File: config.mk
export PLATFORM = sky130hd
export DESIGN_NAME = nco_iq_correction_config_regs
export DESIGN_NICKNAME = d
export VERILOG_FILES = /design/src/rtl/nco_iq_cfg_pkg.sv /design/src/rtl/sync_source_mux.sv /design/src/rtl/nco_phase_accum.sv /design/src/rtl/nco_iq_correction_config_regs.sv
export SDC_FILE = /design/constraint.sdc
export NUM_CORES = 2
export LEC_CHECK = 0
export BUFFER_PORTS_ARGS = -buffer_cell sky130_fd_sc_hd__buf_2
export CAP_MARGIN = 5
export CORE_MARGIN = 5
export CORE_UTILIZATION = 35
export DETAILED_ROUTE_END_ITERATION = 10
export HOLD_SLACK_MARGIN = 0.12
export PLACE_DENSITY_LB_ADDON = 0.2
export SYNTH_ARGS = -nofsm -noshare
export SYNTH_HDL_FRONTEND = slang
export SYNTH_SLANG_ARGS = --single-unit
File: constraint.sdc
create_clock -name clk -period 12.83 [get_ports clk]
set_input_delay 0 -clock clk [delete_from_list [all_inputs] [get_ports clk]]
set_output_delay 0 -clock clk [all_outputs]
set_load 0.01 [all_outputs]
File: src/rtl/nco_iq_cfg_pkg.sv
// Package of offsets, field positions, reset values and sync codes for the configuration bank.
package nco_iq_cfg_pkg;

    // ************************************************************
    // Register map.
    // ************************************************************
    localparam int REG_COUNT = 15;
    localparam logic [7:0] ADDR_FIRST = 8'h08;
    localparam logic [7:0] ADDR_LAST = 8'h16;
    localparam logic [7:0] OFS_FREQ_BYTE0 = 8'h08;
    localparam logic [7:0] OFS_FREQ_BYTE3 = 8'h0B;
    localparam logic [7:0] OFS_CHAN_A_GAIN_LOW = 8'h0C;
    localparam logic [7:0] OFS_CHAN_B_GAIN_LOW = 8'h0D;
    localparam logic [7:0] OFS_PHASE_CORR_LOW = 8'h0E;
    localparam logic [7:0] OFS_GAIN_PHASE_UPPER = 8'h0F;
    localparam logic [7:0] OFS_CHAN_A_OFFSET_LOW = 8'h10;
    localparam logic [7:0] OFS_CHAN_B_OFFSET_LOW = 8'h11;
    localparam logic [7:0] OFS_CHAN_A_OFFSET_HIGH = 8'h12;
    localparam logic [7:0] OFS_CHAN_B_OFFSET_HIGH = 8'h13;
    localparam logic [7:0] OFS_SERIAL_VALUE_LOW = 8'h14;
    localparam logic [7:0] OFS_SERIAL_VALUE_HIGH = 8'h15;
    localparam logic [7:0] OFS_SYNC_SOURCE_SELECT = 8'h16;

    // ************************************************************
    // Reset values and write masks, indexed by offset minus ADDR_FIRST.
    // ************************************************************
    localparam logic [7:0] RESET_GAIN_PHASE_UPPER = 8'h24;
    localparam logic [7:0] RESET_SYNC_SOURCE_SELECT = 8'h15;
    localparam logic [7:0] OFFSET_HIGH_MASK = 8'h1F;
    localparam logic [7:0] REG_RESET [0:14] = '{8'h00, 8'h00, 8'h00, 8'h00, 8'h00, 8'h00, 8'h00,
        RESET_GAIN_PHASE_UPPER, 8'h00, 8'h00, 8'h00, 8'h00, 8'h00, 8'h00,
        RESET_SYNC_SOURCE_SELECT};
    localparam logic [7:0] REG_MASK [0:14] = '{8'hFF, 8'hFF, 8'hFF, 8'hFF, 8'hFF, 8'hFF, 8'hFF,
        8'hFF, 8'hFF, 8'hFF, OFFSET_HIGH_MASK, OFFSET_HIGH_MASK, 8'hFF, 8'hFF, 8'hFF};

    // ************************************************************
    // Field positions.
    // ************************************************************
    localparam int PHASE_HI_LSB = 6;
    localparam int PHASE_HI_W = 2;
    localparam int GAIN_A_HI_LSB = 3;
    localparam int GAIN_B_HI_LSB = 0;
    localparam int GAIN_HI_W = 3;
    localparam int OFFSET_HI_W = 5;
    localparam int SEL_FIELD_W = 2;
    localparam int GAIN_FRAC_BITS = 10;
    localparam int PHASE_SCALE_SHIFT = 12;

    // ************************************************************
    // Sync sources and setting groups.
    // ************************************************************
    typedef enum logic [1:0] {
        SYNC_TXEN = 2'h0,
        SYNC_PIN = 2'h1,
        SYNC_SIF = 2'h2,
        SYNC_ZERO = 2'h3
    } sync_src_t;

    localparam int GRP_OFFSET = 0;
    localparam int GRP_CORR = 1;
    localparam int GRP_NCO = 2;
    localparam int GRP_ACC = 3;
    localparam int GRP_COUNT = 4;
    localparam int SYNCED_COUNT = 12;
    localparam int NCO_LAST_IDX = 3;
    localparam int CORR_LAST_IDX = 7;

endpackage : nco_iq_cfg_pkg

File: src/rtl/sync_source_mux.sv
// Selector that picks one sync source from a 2-bit code.
`timescale 1ns/1ps
module sync_source_mux (
    // Selection.
    input wire logic [1:0] sel,
    // Sources.
    input wire logic transmit_enable_pin,
    input wire logic sync_pin,
    input wire logic sif_sync,
    // Result.
    output wire logic sync_event
);
    wire logic pick_txen = (sel == nco_iq_cfg_pkg::SYNC_TXEN);
    wire logic pick_pin = (sel == nco_iq_cfg_pkg::SYNC_PIN);
    wire logic pick_sif = (sel == nco_iq_cfg_pkg::SYNC_SIF);

    // The constant-zero code never produces an event.
    assign sync_event = (pick_txen & transmit_enable_pin) | (pick_pin & sync_pin) |
        (pick_sif & sif_sync);
endmodule : sync_source_mux

File: src/rtl/nco_phase_accum.sv
// Oscillator phase accumulator with phase offset and table address output.
`timescale 1ns/1ps
module nco_phase_accum #(
    parameter int ACC_W = 32,
    parameter int ADDR_W = 16
) (
    // Clock and reset.
    input wire logic clk,
    input wire logic sys_rst,
    // Settings.
    input wire logic [ACC_W-1:0] freq_word,
    input wire logic [ADDR_W-1:0] phase_offset,
    input wire logic acc_clear,
    // Table address.
    output logic [ADDR_W-1:0] table_addr
);
    initial begin
        if (ADDR_W > ACC_W) begin
            $error("Table address wider than accumulator.");
        end
    end

    logic [ACC_W-1:0] acc;
    wire logic [ACC_W-1:0] next_acc = acc_clear ? '0 : acc + freq_word;
    wire logic [ADDR_W-1:0] next_addr = acc[ACC_W-1 -: ADDR_W] + phase_offset;

    always_ff @(posedge clk) begin
        if (sys_rst) begin
            acc <= '0;
            table_addr <= '0;
        end else begin
            acc <= next_acc;
            table_addr <= next_addr;
        end
    end

    a_acc_clear_zero: assert property (@(posedge clk) disable iff (sys_rst)
        acc_clear |=> (acc == '0))
        else $error("Accumulator not cleared by its sync.");
endmodule : nco_phase_accum

File: src/rtl/nco_iq_correction_config_regs.sv
// Configuration bank for oscillator, IQ correction, offset and serial value settings.
`timescale 1ns/1ps
module nco_iq_correction_config_regs #(
    parameter int SAMPLE_W = 16,
    parameter int FREQ_W = 32,
    parameter int TABLE_ADDR_W = 16
) (
    // Clock and reset.
    input wire logic clk,
    input wire logic sys_rst,
    // Register access from the serial control interface.
    input wire logic [7:0] reg_addr,
    input wire logic reg_wr,
    input wire logic [7:0] reg_wdata,
    output logic [7:0] reg_rdata,
    // Sync sources, already past the input FIFO.
    input wire logic transmit_enable_pin,
    input wire logic sync_pin,
    input wire logic sif_sync_bit,
    // Enables and phase offset from other configuration registers.
    input wire logic qmc_corr_enable,
    input wire logic qmc_offset_enable,
    input wire logic ser_value_enable,
    input wire logic [TABLE_ADDR_W-1:0] phase_offset,
    // Samples in.
    input wire logic signed [SAMPLE_W-1:0] i_sample,
    input wire logic signed [SAMPLE_W-1:0] q_sample,
    // Samples out and oscillator.
    output logic [SAMPLE_W-1:0] chan_a_out,
    output logic [SAMPLE_W-1:0] chan_b_out,
    output logic [TABLE_ADDR_W-1:0] nco_table_addr,
    output logic [FREQ_W-1:0] freq_word_active
);
    initial begin
        if (SAMPLE_W != 16 || FREQ_W != 32) begin
            $error("Sample width must be 16 and frequency word 32.");
        end
        if (TABLE_ADDR_W > FREQ_W) begin
            $error("Table address wider than frequency word.");
        end
    end

    localparam int SUM_W = SAMPLE_W + 3;
    localparam logic signed [SUM_W-1:0] SAT_MAX = SUM_W'(32767);
    localparam logic signed [SUM_W-1:0] SAT_MIN = -SUM_W'(32768);
    localparam int SEL_W = nco_iq_cfg_pkg::SEL_FIELD_W;
    localparam logic [10:0] GAIN_UNITY = 11'(1 << nco_iq_cfg_pkg::GAIN_FRAC_BITS);
    localparam int HALF_W = SAMPLE_W / 2;

    // ************************************************************
    // Address decode and shadow storage.
    // ************************************************************
    logic [7:0] shadow [0:14];
    logic [7:0] active [0:11];

    wire logic [7:0] reg_index = reg_addr - nco_iq_cfg_pkg::ADDR_FIRST;
    wire logic reg_mapped = (reg_addr >= nco_iq_cfg_pkg::ADDR_FIRST) &&
        (reg_addr <= nco_iq_cfg_pkg::ADDR_LAST);
    wire logic [7:0] next_rdata = reg_mapped ? shadow[reg_index[3:0]] : 8'h00;

    localparam int I_GAIN_A = nco_iq_cfg_pkg::OFS_CHAN_A_GAIN_LOW - nco_iq_cfg_pkg::ADDR_FIRST;
    localparam int I_GAIN_B = nco_iq_cfg_pkg::OFS_CHAN_B_GAIN_LOW - nco_iq_cfg_pkg::ADDR_FIRST;
    localparam int I_PHASE = nco_iq_cfg_pkg::OFS_PHASE_CORR_LOW - nco_iq_cfg_pkg::ADDR_FIRST;
    localparam int I_UPPER = nco_iq_cfg_pkg::OFS_GAIN_PHASE_UPPER - nco_iq_cfg_pkg::ADDR_FIRST;
    localparam int I_OFF_AL = nco_iq_cfg_pkg::OFS_CHAN_A_OFFSET_LOW - nco_iq_cfg_pkg::ADDR_FIRST;
    localparam int I_OFF_BL = nco_iq_cfg_pkg::OFS_CHAN_B_OFFSET_LOW - nco_iq_cfg_pkg::ADDR_FIRST;
    localparam int I_OFF_AH = nco_iq_cfg_pkg::OFS_CHAN_A_OFFSET_HIGH - nco_iq_cfg_pkg::ADDR_FIRST;
    localparam int I_OFF_BH = nco_iq_cfg_pkg::OFS_CHAN_B_OFFSET_HIGH - nco_iq_cfg_pkg::ADDR_FIRST;
    localparam int I_SER_L = nco_iq_cfg_pkg::OFS_SERIAL_VALUE_LOW - nco_iq_cfg_pkg::ADDR_FIRST;
    localparam int I_SER_H = nco_iq_cfg_pkg::OFS_SERIAL_VALUE_HIGH - nco_iq_cfg_pkg::ADDR_FIRST;
    localparam int I_SEL = nco_iq_cfg_pkg::OFS_SYNC_SOURCE_SELECT - nco_iq_cfg_pkg::ADDR_FIRST;

    genvar gi;
    generate
        for (gi = 0; gi < nco_iq_cfg_pkg::REG_COUNT; gi++) begin : g_shadow
            wire logic hit = reg_wr && reg_mapped && (reg_index == 8'(gi));
            always_ff @(posedge clk) begin
                if (sys_rst) begin
                    shadow[gi] <= nco_iq_cfg_pkg::REG_RESET[gi];
                end else if (hit) begin
                    shadow[gi] <= reg_wdata & nco_iq_cfg_pkg::REG_MASK[gi];
                end
            end
        end
    endgenerate

    // ************************************************************
    // Sync selection.
    // ************************************************************
    logic [nco_iq_cfg_pkg::GRP_COUNT-1:0] grp_event;

    wire logic [1:0] sel_offset = shadow[I_SEL][nco_iq_cfg_pkg::GRP_OFFSET*SEL_W +: SEL_W];
    wire logic [1:0] sel_corr = shadow[I_SEL][nco_iq_cfg_pkg::GRP_CORR*SEL_W +: SEL_W];
    wire logic [1:0] sel_nco = shadow[I_SEL][nco_iq_cfg_pkg::GRP_NCO*SEL_W +: SEL_W];
    wire logic [1:0] sel_acc = shadow[I_SEL][nco_iq_cfg_pkg::GRP_ACC*SEL_W +: SEL_W];

    generate
        for (gi = 0; gi < nco_iq_cfg_pkg::GRP_COUNT; gi++) begin : g_sync
            // Group 3 accumulator, 2 frequency, 1 gain and phase, 0 offset.
            sync_source_mux u_mux (
                .sel(shadow[I_SEL][gi*nco_iq_cfg_pkg::SEL_FIELD_W +: nco_iq_cfg_pkg::SEL_FIELD_W]),
                .transmit_enable_pin(transmit_enable_pin),
                .sync_pin(sync_pin),
                .sif_sync(sif_sync_bit),
                .sync_event(grp_event[gi])
            );
        end
    endgenerate

    // ************************************************************
    // Active copies of synced registers.
    // ************************************************************
    generate
        for (gi = 0; gi < nco_iq_cfg_pkg::SYNCED_COUNT; gi++) begin : g_active
            localparam int GRP = (gi <= nco_iq_cfg_pkg::NCO_LAST_IDX) ? nco_iq_cfg_pkg::GRP_NCO :
                (gi <= nco_iq_cfg_pkg::CORR_LAST_IDX) ? nco_iq_cfg_pkg::GRP_CORR :
                nco_iq_cfg_pkg::GRP_OFFSET;
            always_ff @(posedge clk) begin
                if (sys_rst) begin
                    active[gi] <= nco_iq_cfg_pkg::REG_RESET[gi];
                end else if (grp_event[GRP]) begin
                    active[gi] <= shadow[gi];
                end
            end
        end
    endgenerate

    // ************************************************************
    // Word assembly.
    // ************************************************************
    wire logic [FREQ_W-1:0] freq_word = {active[3], active[2], active[1], active[0]};
    wire logic [10:0] gain_a = {active[I_UPPER][nco_iq_cfg_pkg::GAIN_A_HI_LSB +:
        nco_iq_cfg_pkg::GAIN_HI_W], active[I_GAIN_A]};
    wire logic [10:0] gain_b = {active[I_UPPER][nco_iq_cfg_pkg::GAIN_B_HI_LSB +:
        nco_iq_cfg_pkg::GAIN_HI_W], active[I_GAIN_B]};
    wire logic signed [9:0] phase_word = {active[I_UPPER][nco_iq_cfg_pkg::PHASE_HI_LSB +:
        nco_iq_cfg_pkg::PHASE_HI_W], active[I_PHASE]};
    wire logic signed [12:0] offset_a = {active[I_OFF_AH][nco_iq_cfg_pkg::OFFSET_HI_W-1:0],
        active[I_OFF_AL]};
    wire logic signed [12:0] offset_b = {active[I_OFF_BH][nco_iq_cfg_pkg::OFFSET_HI_W-1:0],
        active[I_OFF_BL]};
    wire logic [SAMPLE_W-1:0] ser_word = {shadow[I_SER_H], shadow[I_SER_L]};

    // ************************************************************
    // Gain, phase and offset correction.
    // ************************************************************
    wire logic signed [27:0] prod_ia = i_sample * $signed({1'b0, gain_a});
    wire logic signed [27:0] prod_qb = q_sample * $signed({1'b0, gain_b});
    wire logic signed [25:0] prod_qp = q_sample * phase_word;
    wire logic signed [SUM_W-1:0] corr_i = SUM_W'(prod_ia >>> nco_iq_cfg_pkg::GAIN_FRAC_BITS) +
        SUM_W'(prod_qp >>> nco_iq_cfg_pkg::PHASE_SCALE_SHIFT);
    wire logic signed [SUM_W-1:0] corr_q = SUM_W'(prod_qb >>> nco_iq_cfg_pkg::GAIN_FRAC_BITS);
    wire logic signed [SUM_W-1:0] sel_i = qmc_corr_enable ? corr_i : SUM_W'(i_sample);
    wire logic signed [SUM_W-1:0] sel_q = qmc_corr_enable ? corr_q : SUM_W'(q_sample);
    wire logic signed [SUM_W-1:0] off_i = qmc_offset_enable ? sel_i + SUM_W'(offset_a) :
        sel_i;
    wire logic signed [SUM_W-1:0] off_q = qmc_offset_enable ? sel_q + SUM_W'(offset_b) :
        sel_q;

    function automatic logic [SAMPLE_W-1:0] sat_sample(input logic signed [SUM_W-1:0] v);
        if (v > SAT_MAX) begin
            return SAMPLE_W'(SAT_MAX);
        end else if (v < SAT_MIN) begin
            return SAMPLE_W'(SAT_MIN);
        end
        return SAMPLE_W'(v);
    endfunction : sat_sample

    wire logic [SAMPLE_W-1:0] next_chan_a = ser_value_enable ? ser_word : sat_sample(off_i);
    wire logic [SAMPLE_W-1:0] next_chan_b = ser_value_enable ? ser_word : sat_sample(off_q);

    always_ff @(posedge clk) begin
        if (sys_rst) begin
            reg_rdata <= 8'h00;
            chan_a_out <= '0;
            chan_b_out <= '0;
            freq_word_active <= '0;
        end else begin
            reg_rdata <= next_rdata;
            chan_a_out <= next_chan_a;
            chan_b_out <= next_chan_b;
            freq_word_active <= freq_word;
        end
    end

    // ************************************************************
    // Oscillator accumulator.
    // ************************************************************
    nco_phase_accum #(
        .ACC_W(FREQ_W),
        .ADDR_W(TABLE_ADDR_W)
    ) u_accum (
        .clk(clk),
        .sys_rst(sys_rst),
        .freq_word(freq_word),
        .phase_offset(phase_offset),
        .acc_clear(grp_event[nco_iq_cfg_pkg::GRP_ACC]),
        .table_addr(nco_table_addr)
    );

    // ************************************************************
    // Checks.
    // ************************************************************
    a_reset_values: assert property (@(posedge clk) $fell(sys_rst) |->
        (shadow[I_UPPER] == nco_iq_cfg_pkg::RESET_GAIN_PHASE_UPPER) && (gain_a == 11'h400))
        else $error("Upper correction register reset value wrong.");

    a_sel_reset_value: assert property (@(posedge clk) $fell(sys_rst) |->
        (shadow[I_SEL] == nco_iq_cfg_pkg::RESET_SYNC_SOURCE_SELECT))
        else $error("Sync selection reset value wrong.");

    a_freq_load: assert property (@(posedge clk) disable iff (sys_rst)
        grp_event[nco_iq_cfg_pkg::GRP_NCO] |=> ##1
        (freq_word_active == {$past(shadow[3], 2), $past(shadow[2], 2), $past(shadow[1], 2),
        $past(shadow[0], 2)}))
        else $error("Frequency word not loaded on its sync.");

    a_zero_sel_hold: assert property (@(posedge clk) disable iff (sys_rst)
        (shadow[I_SEL][5:4] == nco_iq_cfg_pkg::SYNC_ZERO) |=> $stable(freq_word))
        else $error("Frequency word changed with constant-zero sync.");

    a_corr_sif_load: assert property (@(posedge clk) disable iff (sys_rst)
        ((shadow[I_SEL][3:2] == nco_iq_cfg_pkg::SYNC_SIF) && sif_sync_bit) |=>
        (active[I_UPPER] == $past(shadow[I_UPPER])))
        else $error("Correction group not loaded by software sync.");

    a_offset_pin_load: assert property (@(posedge clk) disable iff (sys_rst)
        ((shadow[I_SEL][1:0] == nco_iq_cfg_pkg::SYNC_PIN) && sync_pin) |=>
        (active[I_OFF_AL] == $past(shadow[I_OFF_AL])))
        else $error("Offset group not loaded by sync pin.");

    a_unmapped_read: assert property (@(posedge clk) disable iff (sys_rst)
        (reg_addr > nco_iq_cfg_pkg::ADDR_LAST) |=> (reg_rdata == 8'h00))
        else $error("Unmapped address did not read zero.");

    a_ser_override: assert property (@(posedge clk) disable iff (sys_rst)
        ser_value_enable |=> (chan_a_out == $past(ser_word)) && (chan_b_out == chan_a_out))
        else $error("Serial value not driving both channels.");

    a_plain_bypass: assert property (@(posedge clk) disable iff (sys_rst)
        (!qmc_corr_enable && !qmc_offset_enable && !ser_value_enable) |=>
        (chan_a_out == $past(i_sample)))
        else $error("Channel A altered with corrections off.");

    a_shadow_write: assert property (@(posedge clk) disable iff (sys_rst)
        (reg_wr && reg_mapped) |=> (shadow[$past(reg_index[3:0])] ==
        ($past(reg_wdata) & nco_iq_cfg_pkg::REG_MASK[$past(reg_index[3:0])])))
        else $error("Write missed its shadow.");

    a_mask_offset_a: assert property (@(posedge clk) disable iff (sys_rst)
        (reg_wr && (reg_addr == nco_iq_cfg_pkg::OFS_CHAN_A_OFFSET_HIGH)) |=>
        ((shadow[I_OFF_AH] & ~nco_iq_cfg_pkg::OFFSET_HIGH_MASK) == 8'h00))
        else $error("Offset A high byte kept unused bits.");

    a_mask_offset_b: assert property (@(posedge clk) disable iff (sys_rst)
        (reg_wr && (reg_addr == nco_iq_cfg_pkg::OFS_CHAN_B_OFFSET_HIGH)) |=>
        ((shadow[I_OFF_BH] & ~nco_iq_cfg_pkg::OFFSET_HIGH_MASK) == 8'h00))
        else $error("Offset B high byte kept unused bits.");

    a_freq_hold: assert property (@(posedge clk) disable iff (sys_rst)
        !grp_event[nco_iq_cfg_pkg::GRP_NCO] |=> $stable(freq_word))
        else $error("Frequency word moved without sync.");

    a_corr_hold: assert property (@(posedge clk) disable iff (sys_rst)
        !grp_event[nco_iq_cfg_pkg::GRP_CORR] |=>
        ($stable(gain_a) && $stable(gain_b) && $stable(phase_word)))
        else $error("Correction words moved without sync.");

    a_offset_hold: assert property (@(posedge clk) disable iff (sys_rst)
        !grp_event[nco_iq_cfg_pkg::GRP_OFFSET] |=> ($stable(offset_a) && $stable(offset_b)))
        else $error("Offset words moved without sync.");

    a_corr_pin_load: assert property (@(posedge clk) disable iff (sys_rst)
        ((sel_corr == nco_iq_cfg_pkg::SYNC_PIN) && sync_pin) |=>
        (active[I_GAIN_B] == $past(shadow[I_GAIN_B])))
        else $error("Correction group not loaded by sync pin.");

    a_acc_txen_clear: assert property (@(posedge clk) disable iff (sys_rst)
        ((sel_acc == nco_iq_cfg_pkg::SYNC_TXEN) && transmit_enable_pin) |=> ##1
        (nco_table_addr == $past(phase_offset)))
        else $error("Accumulator not cleared by transmit enable.");

    a_acc_zero_sel: assert property (@(posedge clk) disable iff (sys_rst)
        (sel_acc == nco_iq_cfg_pkg::SYNC_ZERO) |-> !grp_event[nco_iq_cfg_pkg::GRP_ACC])
        else $error("Zero code raised accumulator sync.");

    a_nco_zero_sel: assert property (@(posedge clk) disable iff (sys_rst)
        (sel_nco == nco_iq_cfg_pkg::SYNC_ZERO) |-> !grp_event[nco_iq_cfg_pkg::GRP_NCO])
        else $error("Zero code raised frequency sync.");

    a_off_zero_sel: assert property (@(posedge clk) disable iff (sys_rst)
        (sel_offset == nco_iq_cfg_pkg::SYNC_ZERO) |-> !grp_event[nco_iq_cfg_pkg::GRP_OFFSET])
        else $error("Zero code raised offset sync.");

    a_ser_low: assert property (@(posedge clk) disable iff (sys_rst)
        (ser_value_enable && reg_wr && (reg_addr == nco_iq_cfg_pkg::OFS_SERIAL_VALUE_LOW)) ##1
        ser_value_enable |=> (chan_b_out[HALF_W-1:0] == $past(reg_wdata, 2)))
        else $error("Serial low byte not on channel B.");

    a_ser_high: assert property (@(posedge clk) disable iff (sys_rst)
        (ser_value_enable && reg_wr && (reg_addr == nco_iq_cfg_pkg::OFS_SERIAL_VALUE_HIGH)) ##1
        ser_value_enable |=> (chan_a_out[SAMPLE_W-1 -: HALF_W] == $past(reg_wdata, 2)))
        else $error("Serial high byte not on channel A.");

    a_unity_gain_b: assert property (@(posedge clk) disable iff (sys_rst)
        (qmc_corr_enable && !qmc_offset_enable && !ser_value_enable &&
        (gain_b == GAIN_UNITY)) |=> (chan_b_out == $past(q_sample)))
        else $error("Unity gain altered channel B.");

    a_bypass_b: assert property (@(posedge clk) disable iff (sys_rst)
        (!qmc_corr_enable && !qmc_offset_enable && !ser_value_enable) |=>
        (chan_b_out == $past(q_sample)))
        else $error("Channel B altered with corrections off.");

    a_offset_adds: assert property (@(posedge clk) disable iff (sys_rst)
        (!qmc_corr_enable && qmc_offset_enable && !ser_value_enable &&
        !q_sample[SAMPLE_W-1] && !q_sample[SAMPLE_W-2]) |=>
        (chan_b_out == $past(q_sample) + SAMPLE_W'($past(offset_b))))
        else $error("Channel B offset not added.");

    a_read_shadow: assert property (@(posedge clk) disable iff (sys_rst)
        reg_mapped |=> (reg_rdata == $past(shadow[reg_index[3:0]])))
        else $error("Read data not the addressed register.");
endmodule : nco_iq_correction_config_regs

# Word-level counts from Yosys, hierarchy flattened
# Memory sizes are Yosys's and may differ from the RTL's. A register that Yosys moved wholly into a read port is not among the register bits.
# Index checks and enable logic that the tools add are counted.
classes:
  add_sub_neg: 6
  multipliers: 3
  order_cmp: 6
  n_eq_ne: 22
  n_mux: 99
  bitwise: 48
  n_reduce_logical: 24
op_table:
  columns: ["operator", "n"]
  rows:
  - ["8-bit 2-to-1 mux", 27]
  - ["16-bit 2-to-1 mux", 8]
  - ["19-bit 2-to-1 mux", 4]
  - ["1-bit 2-to-1 mux", 60]
  - ["8-bit by 4-bit == test with 1-bit output, second input constant", 7]
  - ["16-bit by 12-bit multiplier with 28-bit output", 2]
  - ["19-bit by 13-bit adder with 19-bit output", 2]
  - ["19-bit by 16-bit greater-than comparator with 1-bit output, second input constant", 2]
  - ["19-bit by 16-bit less-than comparator with 1-bit output, second input constant", 2]
  - ["1-bit OR", 35]
  - ["32-bit adder", 1]
  - ["8-bit by 3-bit == test with 1-bit output, second input constant", 4]
  - ["16-bit by 10-bit multiplier with 26-bit output", 1]
  - ["18-bit by 14-bit adder with 19-bit output", 1]
  - ["1-bit logical AND", 17]
  - ["16-bit adder", 1]
  - ["8-bit by 2-bit == test with 1-bit output, second input constant", 2]
  - ["1-bit bitwise AND", 12]
  - ["2-bit by 1-bit == test with 1-bit output, second input constant", 4]
  - ["2-bit == test, second input constant", 4]
  - ["8-bit by 1-bit == test with 1-bit output, second input constant", 1]
  - ["8-bit by 4-bit >= comparator with 1-bit output, second input constant", 1]
  - ["8-bit by 5-bit less-or-equal comparator with 1-bit output, second input constant", 1]
  - ["2-bit logical NOT", 4]
  - ["other kinds (4)", 5]
totals:
  regBits: 112
  mem_bits_rw: 216
  inputBits: 73
  n_memories: 2
memory_table:
  columns: ["name", "depth", "width", "read_ports", "rd_ports_with_merged_regs", "wr", "line", "source"]
  rows:
  - ["shadow", 15, 8, 16, 1, 15, "nco_iq_correction_config_regs.sv:53", "logic [7:0] shadow [0:14];"]
  - ["active", 12, 8, 12, 0, 12, "nco_iq_correction_config_regs.sv:54", "logic [7:0] active [0:11];"]

# Logic depth before layout (Yosys ltp)
logic_depth:
  word_depth: 10
  depth_mapped: 46
  mapped_depth_nobuf: 44

# Cells and area by module
# Synthesis repeated with hierarchy kept, for this count alone.
unflattened:
  hier_cells: 3728
  area_unflattened_um2: 35967.0
by_module_without_submodules:
  columns: ["mod", "instances", "cells_each", "area_each_um2", "seq_area_each_um2"]
  rows:
  - ["nco_iq_correction_config_regs", 1, 3277, 32242.2, 7567.3]
  - ["nco_phase_accum", 1, 439, 3634.7, 960.9]
  - ["sync_source_mux", 4, 3, 22.5, 0.0]

# Worst setup path before layout
# Ideal clock, no wire load.
synth_path:
  path_type: "register to register"
  start: "mem active[6][1] (netlist: active[1][17])"
  end: "reg chan_a_out[0]"
  setup_time_ps: 84
  t_arrival_ps: 8993
  t_required_ps: 12746
  slack_ps: 3752
  stages_incl_launch_ff: 41
  path_buffers: 2
  period_less_slack_ps: 9078
  path_cell_list: "edfxtp_1 clkbuf_1 nand2_1 fa_1 inv_1 fa_1 inv_1 fa_1 inv_1 fa_1 inv_1 fa_1 inv_1 ha_1 nand4_1 a211oi_1 a221oi_2 a21oi_2 [... 5 more ...] ha_1 a21o_1 a41oi_1 o21ai_1 or3_1 a21oi_1 nor4_1 mux2_4 xnor2_1 o21ai_0 ha_1 o41ai_1 o21ai_0 mux2i_1 xor2_2 a21oi_2 buf_6 o31ai_2"
synth_rtl:
  columns: ["item", "line", "source"]
  rows:
  - ["start, declared", "nco_iq_correction_config_regs.sv:54", null]
  - ["end signal, assigned", "nco_iq_correction_config_regs.sv:180", "chan_a_out <= next_chan_a;"]
  - ["end, declared", "nco_iq_correction_config_regs.sv:29", "output logic [SAMPLE_W-1:0] chan_a_out,"]

==> impl_metrics.json <==
{
  "status": "finished clean",
  "die_w_um": 328.9,
  "rows": 117,
  "drive_gt1_share_pct": 8.695,
  "antenna_found_initial": 1,
  "skew_ps": 20.37,
  "core_sq_um": 101400,
  "first_iter_violations": 1275,
  "yosysTopAreaCell": "fa_1",
  "rsz0062_at_grt": "no",
  "drt-total-wl_mm": 96.73,
  "syn_nets": 4492,
  "synthArstFlopShare_pct": 0,
  "path_common_cell": "fa_1",
  "via_per_inst": 4.845,
  "synth_top_area_share_pct": 26.05,
  "setup_viol": 0,
  "end_kind": "flip-flop",
  "nNetsFinal": 4610,
  "ys_top_cells_by_area": "fa_1, edfxtp_1, ha_1",
  "synthCells": 3683,
  "clk_pin_slew_ps": 60,
  "clockBufferDepth": 3,
  "syn_area_sq_um": 35590,
  "cts_buffers": 38,
  "cpPeakStageDelay_ps": 640,
  "cap_violations": 0,
  "ys_dominant_reg_cell": "edfxtp_1",
  "setup_tns_ps": 0,
  "r2r_slack_ps": 2150,
  "drv_slew": 0,
  "drc": 0,
  "synth-edff-count": 204,
  "io_pins": 161,
  "cts_tree": "built",
  "root_buffer": "clkbuf_16",
  "worstMarginPinSlew_ps": 1196,
  "overflow": 0,
  "track_usage_pct": 18.07,
  "place.gp.congestion": 0.8331,
  "first_global_vias": 26668,
  "hold_depth": 5,
  "finalHoldViolCount": 0,
  "crit_slowest_cell": "xor2_2",
  "vias": 25185,
  "firstDrtPassIters": 5,
  "synth_commonest_cells": "inv_1, fa_1, and2_1, nand2_1, ha_1",
  "timing.final.crit_share_pct": 83.25,
  "seq_area_frac_synth_pct": 23.96,
  "postCtsSetupRepairBufs": 0,
  "arrival_ps": 11120,
  "fin_crit_ps": 10680,
  "hp-class": "input pin to flip-flop",
  "path_buf_inv": 5,
  "slew_headroom_pct": 19.44,
  "crit_cells": 38,
  "die_area_sq_um": 108200,
  "io_buffer_count": 160,
  "grt_pass1_wl_mm": 153.7,
  "synth.distinct_cells": 88,
  "crit_path_start_kind": "flip-flop",
  "ys_ff_latch": 324,
  "yosysMostFrequentCell": "inv_1",
  "path_max_fanout": 17,
  "place_hpwl_mm": 75.05,
  "r2r_cells": 38,
  "avgRoutedWirePerCell_um": 18.61,
  "start_util_pct": 35.08,
  "cp.required_ps": 13270,
  "synthToLayoutAreaGrowth_pct": 10.67,
  "grt_max_degree": 59,
  "antenna_cells": 0,
  "max_freq_mhz": 93.62,
  "ant_nets": 0,
  "yosysWarnings": 0,
  "cp_top_family": "compound AO/OA/AOI/OAI gates",
  "die_h_um": 328.9,
  "clock-sinks": 324,
  "criticalPathCategory": "flip-flop to flip-flop",
  "insertion_delay_ps": 570,
  "htreeDepth": 2,
  "avgSynthCellArea_sq_um": 9.663
}
final timing paths:
path	startpoint	end
setup reg to reg	active[1][20]	chan_a_out[15]
hold reg to reg	active[0][14]	freq_word_active[14]
hold / removal	sync_pin	u_accum.acc[29]
setup / recovery	active[1][20]	chan_a_out[15]
cell type report:
type,count,area [sq um]
Sequential cell,324,8528
Timing Repair Buffer,226,1406
Fill cell,10217,62060
Clock inverter,20,234.0
Tap cell,1368,1712
Clock buffer,49,1012
Multi-Input combinational cell,2561,24050
Inverter,650,2440
metal layers:
| metal | track usage [%] | vias to the layer above | part of all wire (%) |
|---|---|---|---|
| li1 | - | 11984 | - |
| met1 | 24.42 | 12606 | 45 |
| met2 | 31.55 | 496 | 49 |
| met3 | 2.049 | 99 | 3.6 |
| met4 | 3.532 | 0 | 1.9 |
| met5 | 0 | - | 0 |
registers in the layout (all words and copies together) (netlist names):
register            cells
u_accum.table_addr     16
reg_rdata               8
u_accum.acc            32
freq_word_active       32
active                 90
shadow                114
chan_a_out             16
chan_b_out             16
cells by family (layout without fill, tap and decap cells):
kind of cell	after synthesis	in the layout	synth area share, %
buffers and inverters	798	945	8.470
XOR/XNOR	131	131	3.266
multiplexers	79	79	3.266
AND/OR/NAND/NOR	1163	1163	16.58
flip-flops	324	324	23.96
AO/OA/AOI/OAI	452	452	8.807
adder cells (fa/ha/maj)	736	736	35.64
placed cells by master (no fill, tap or decap), drive strengths merged, types with 13 or more instances in the layout:
cell / count
nor2b: 59
fa: 463
or3: 13
nor3: 53
dlygate4sd3: 44
a21oi: 92
xor2: 39
xnor2: 92
clkbuf: 49
a211oi: 13
nand3: 17
o21a: 53
dfxtp: 120
a21o: 40
buf: 182
nand2b: 30
inv: 652
o21ai: 117
ha: 273
edfxtp: 204
and2: 406
o31ai: 16
clkinv: 13
o221ai: 19
nand2: 386
a21boi: 14
mux4: 26
mux2i: 22
nor2: 146
nand4: 13
mux2: 31
through the flow:
step                util (%)  area, sq um  hold slack, ps  cells  setup WS [ps]
global route           38.82        39390           167.1   5198           1317
floorplan                  -        35590           177.8   3683           3752
global placement       37.16        37700           297.9   5085           2457
detailed placement     37.16        37700           296.8   5085           2365
finish                 38.82        39390           176.9   5198           2149
CTS                    38.82        39390           125.3   5198           2169
worst reg2reg max path: cells and delay by family, from the launching register on:
kind | cells | cell delay (ps)
buf+inv | 5 | 740
xor+xnor | 3 | 860
simple gates | 5 | 890
flops | 1 | 630
mux | 2 | 570
compound gates | 15 | 3580
fa+ha+maj | 8 | 3340
repair_timing:
item                      4_1_cts  5_1_grt
resized for setup               0        0
hold buffers                   44        0
hold endpoints to repair      155        0
Power is left out: the tool's default activity adds up to more than one toggle a clock period on the data nets, which glitch-free logic cannot reach.
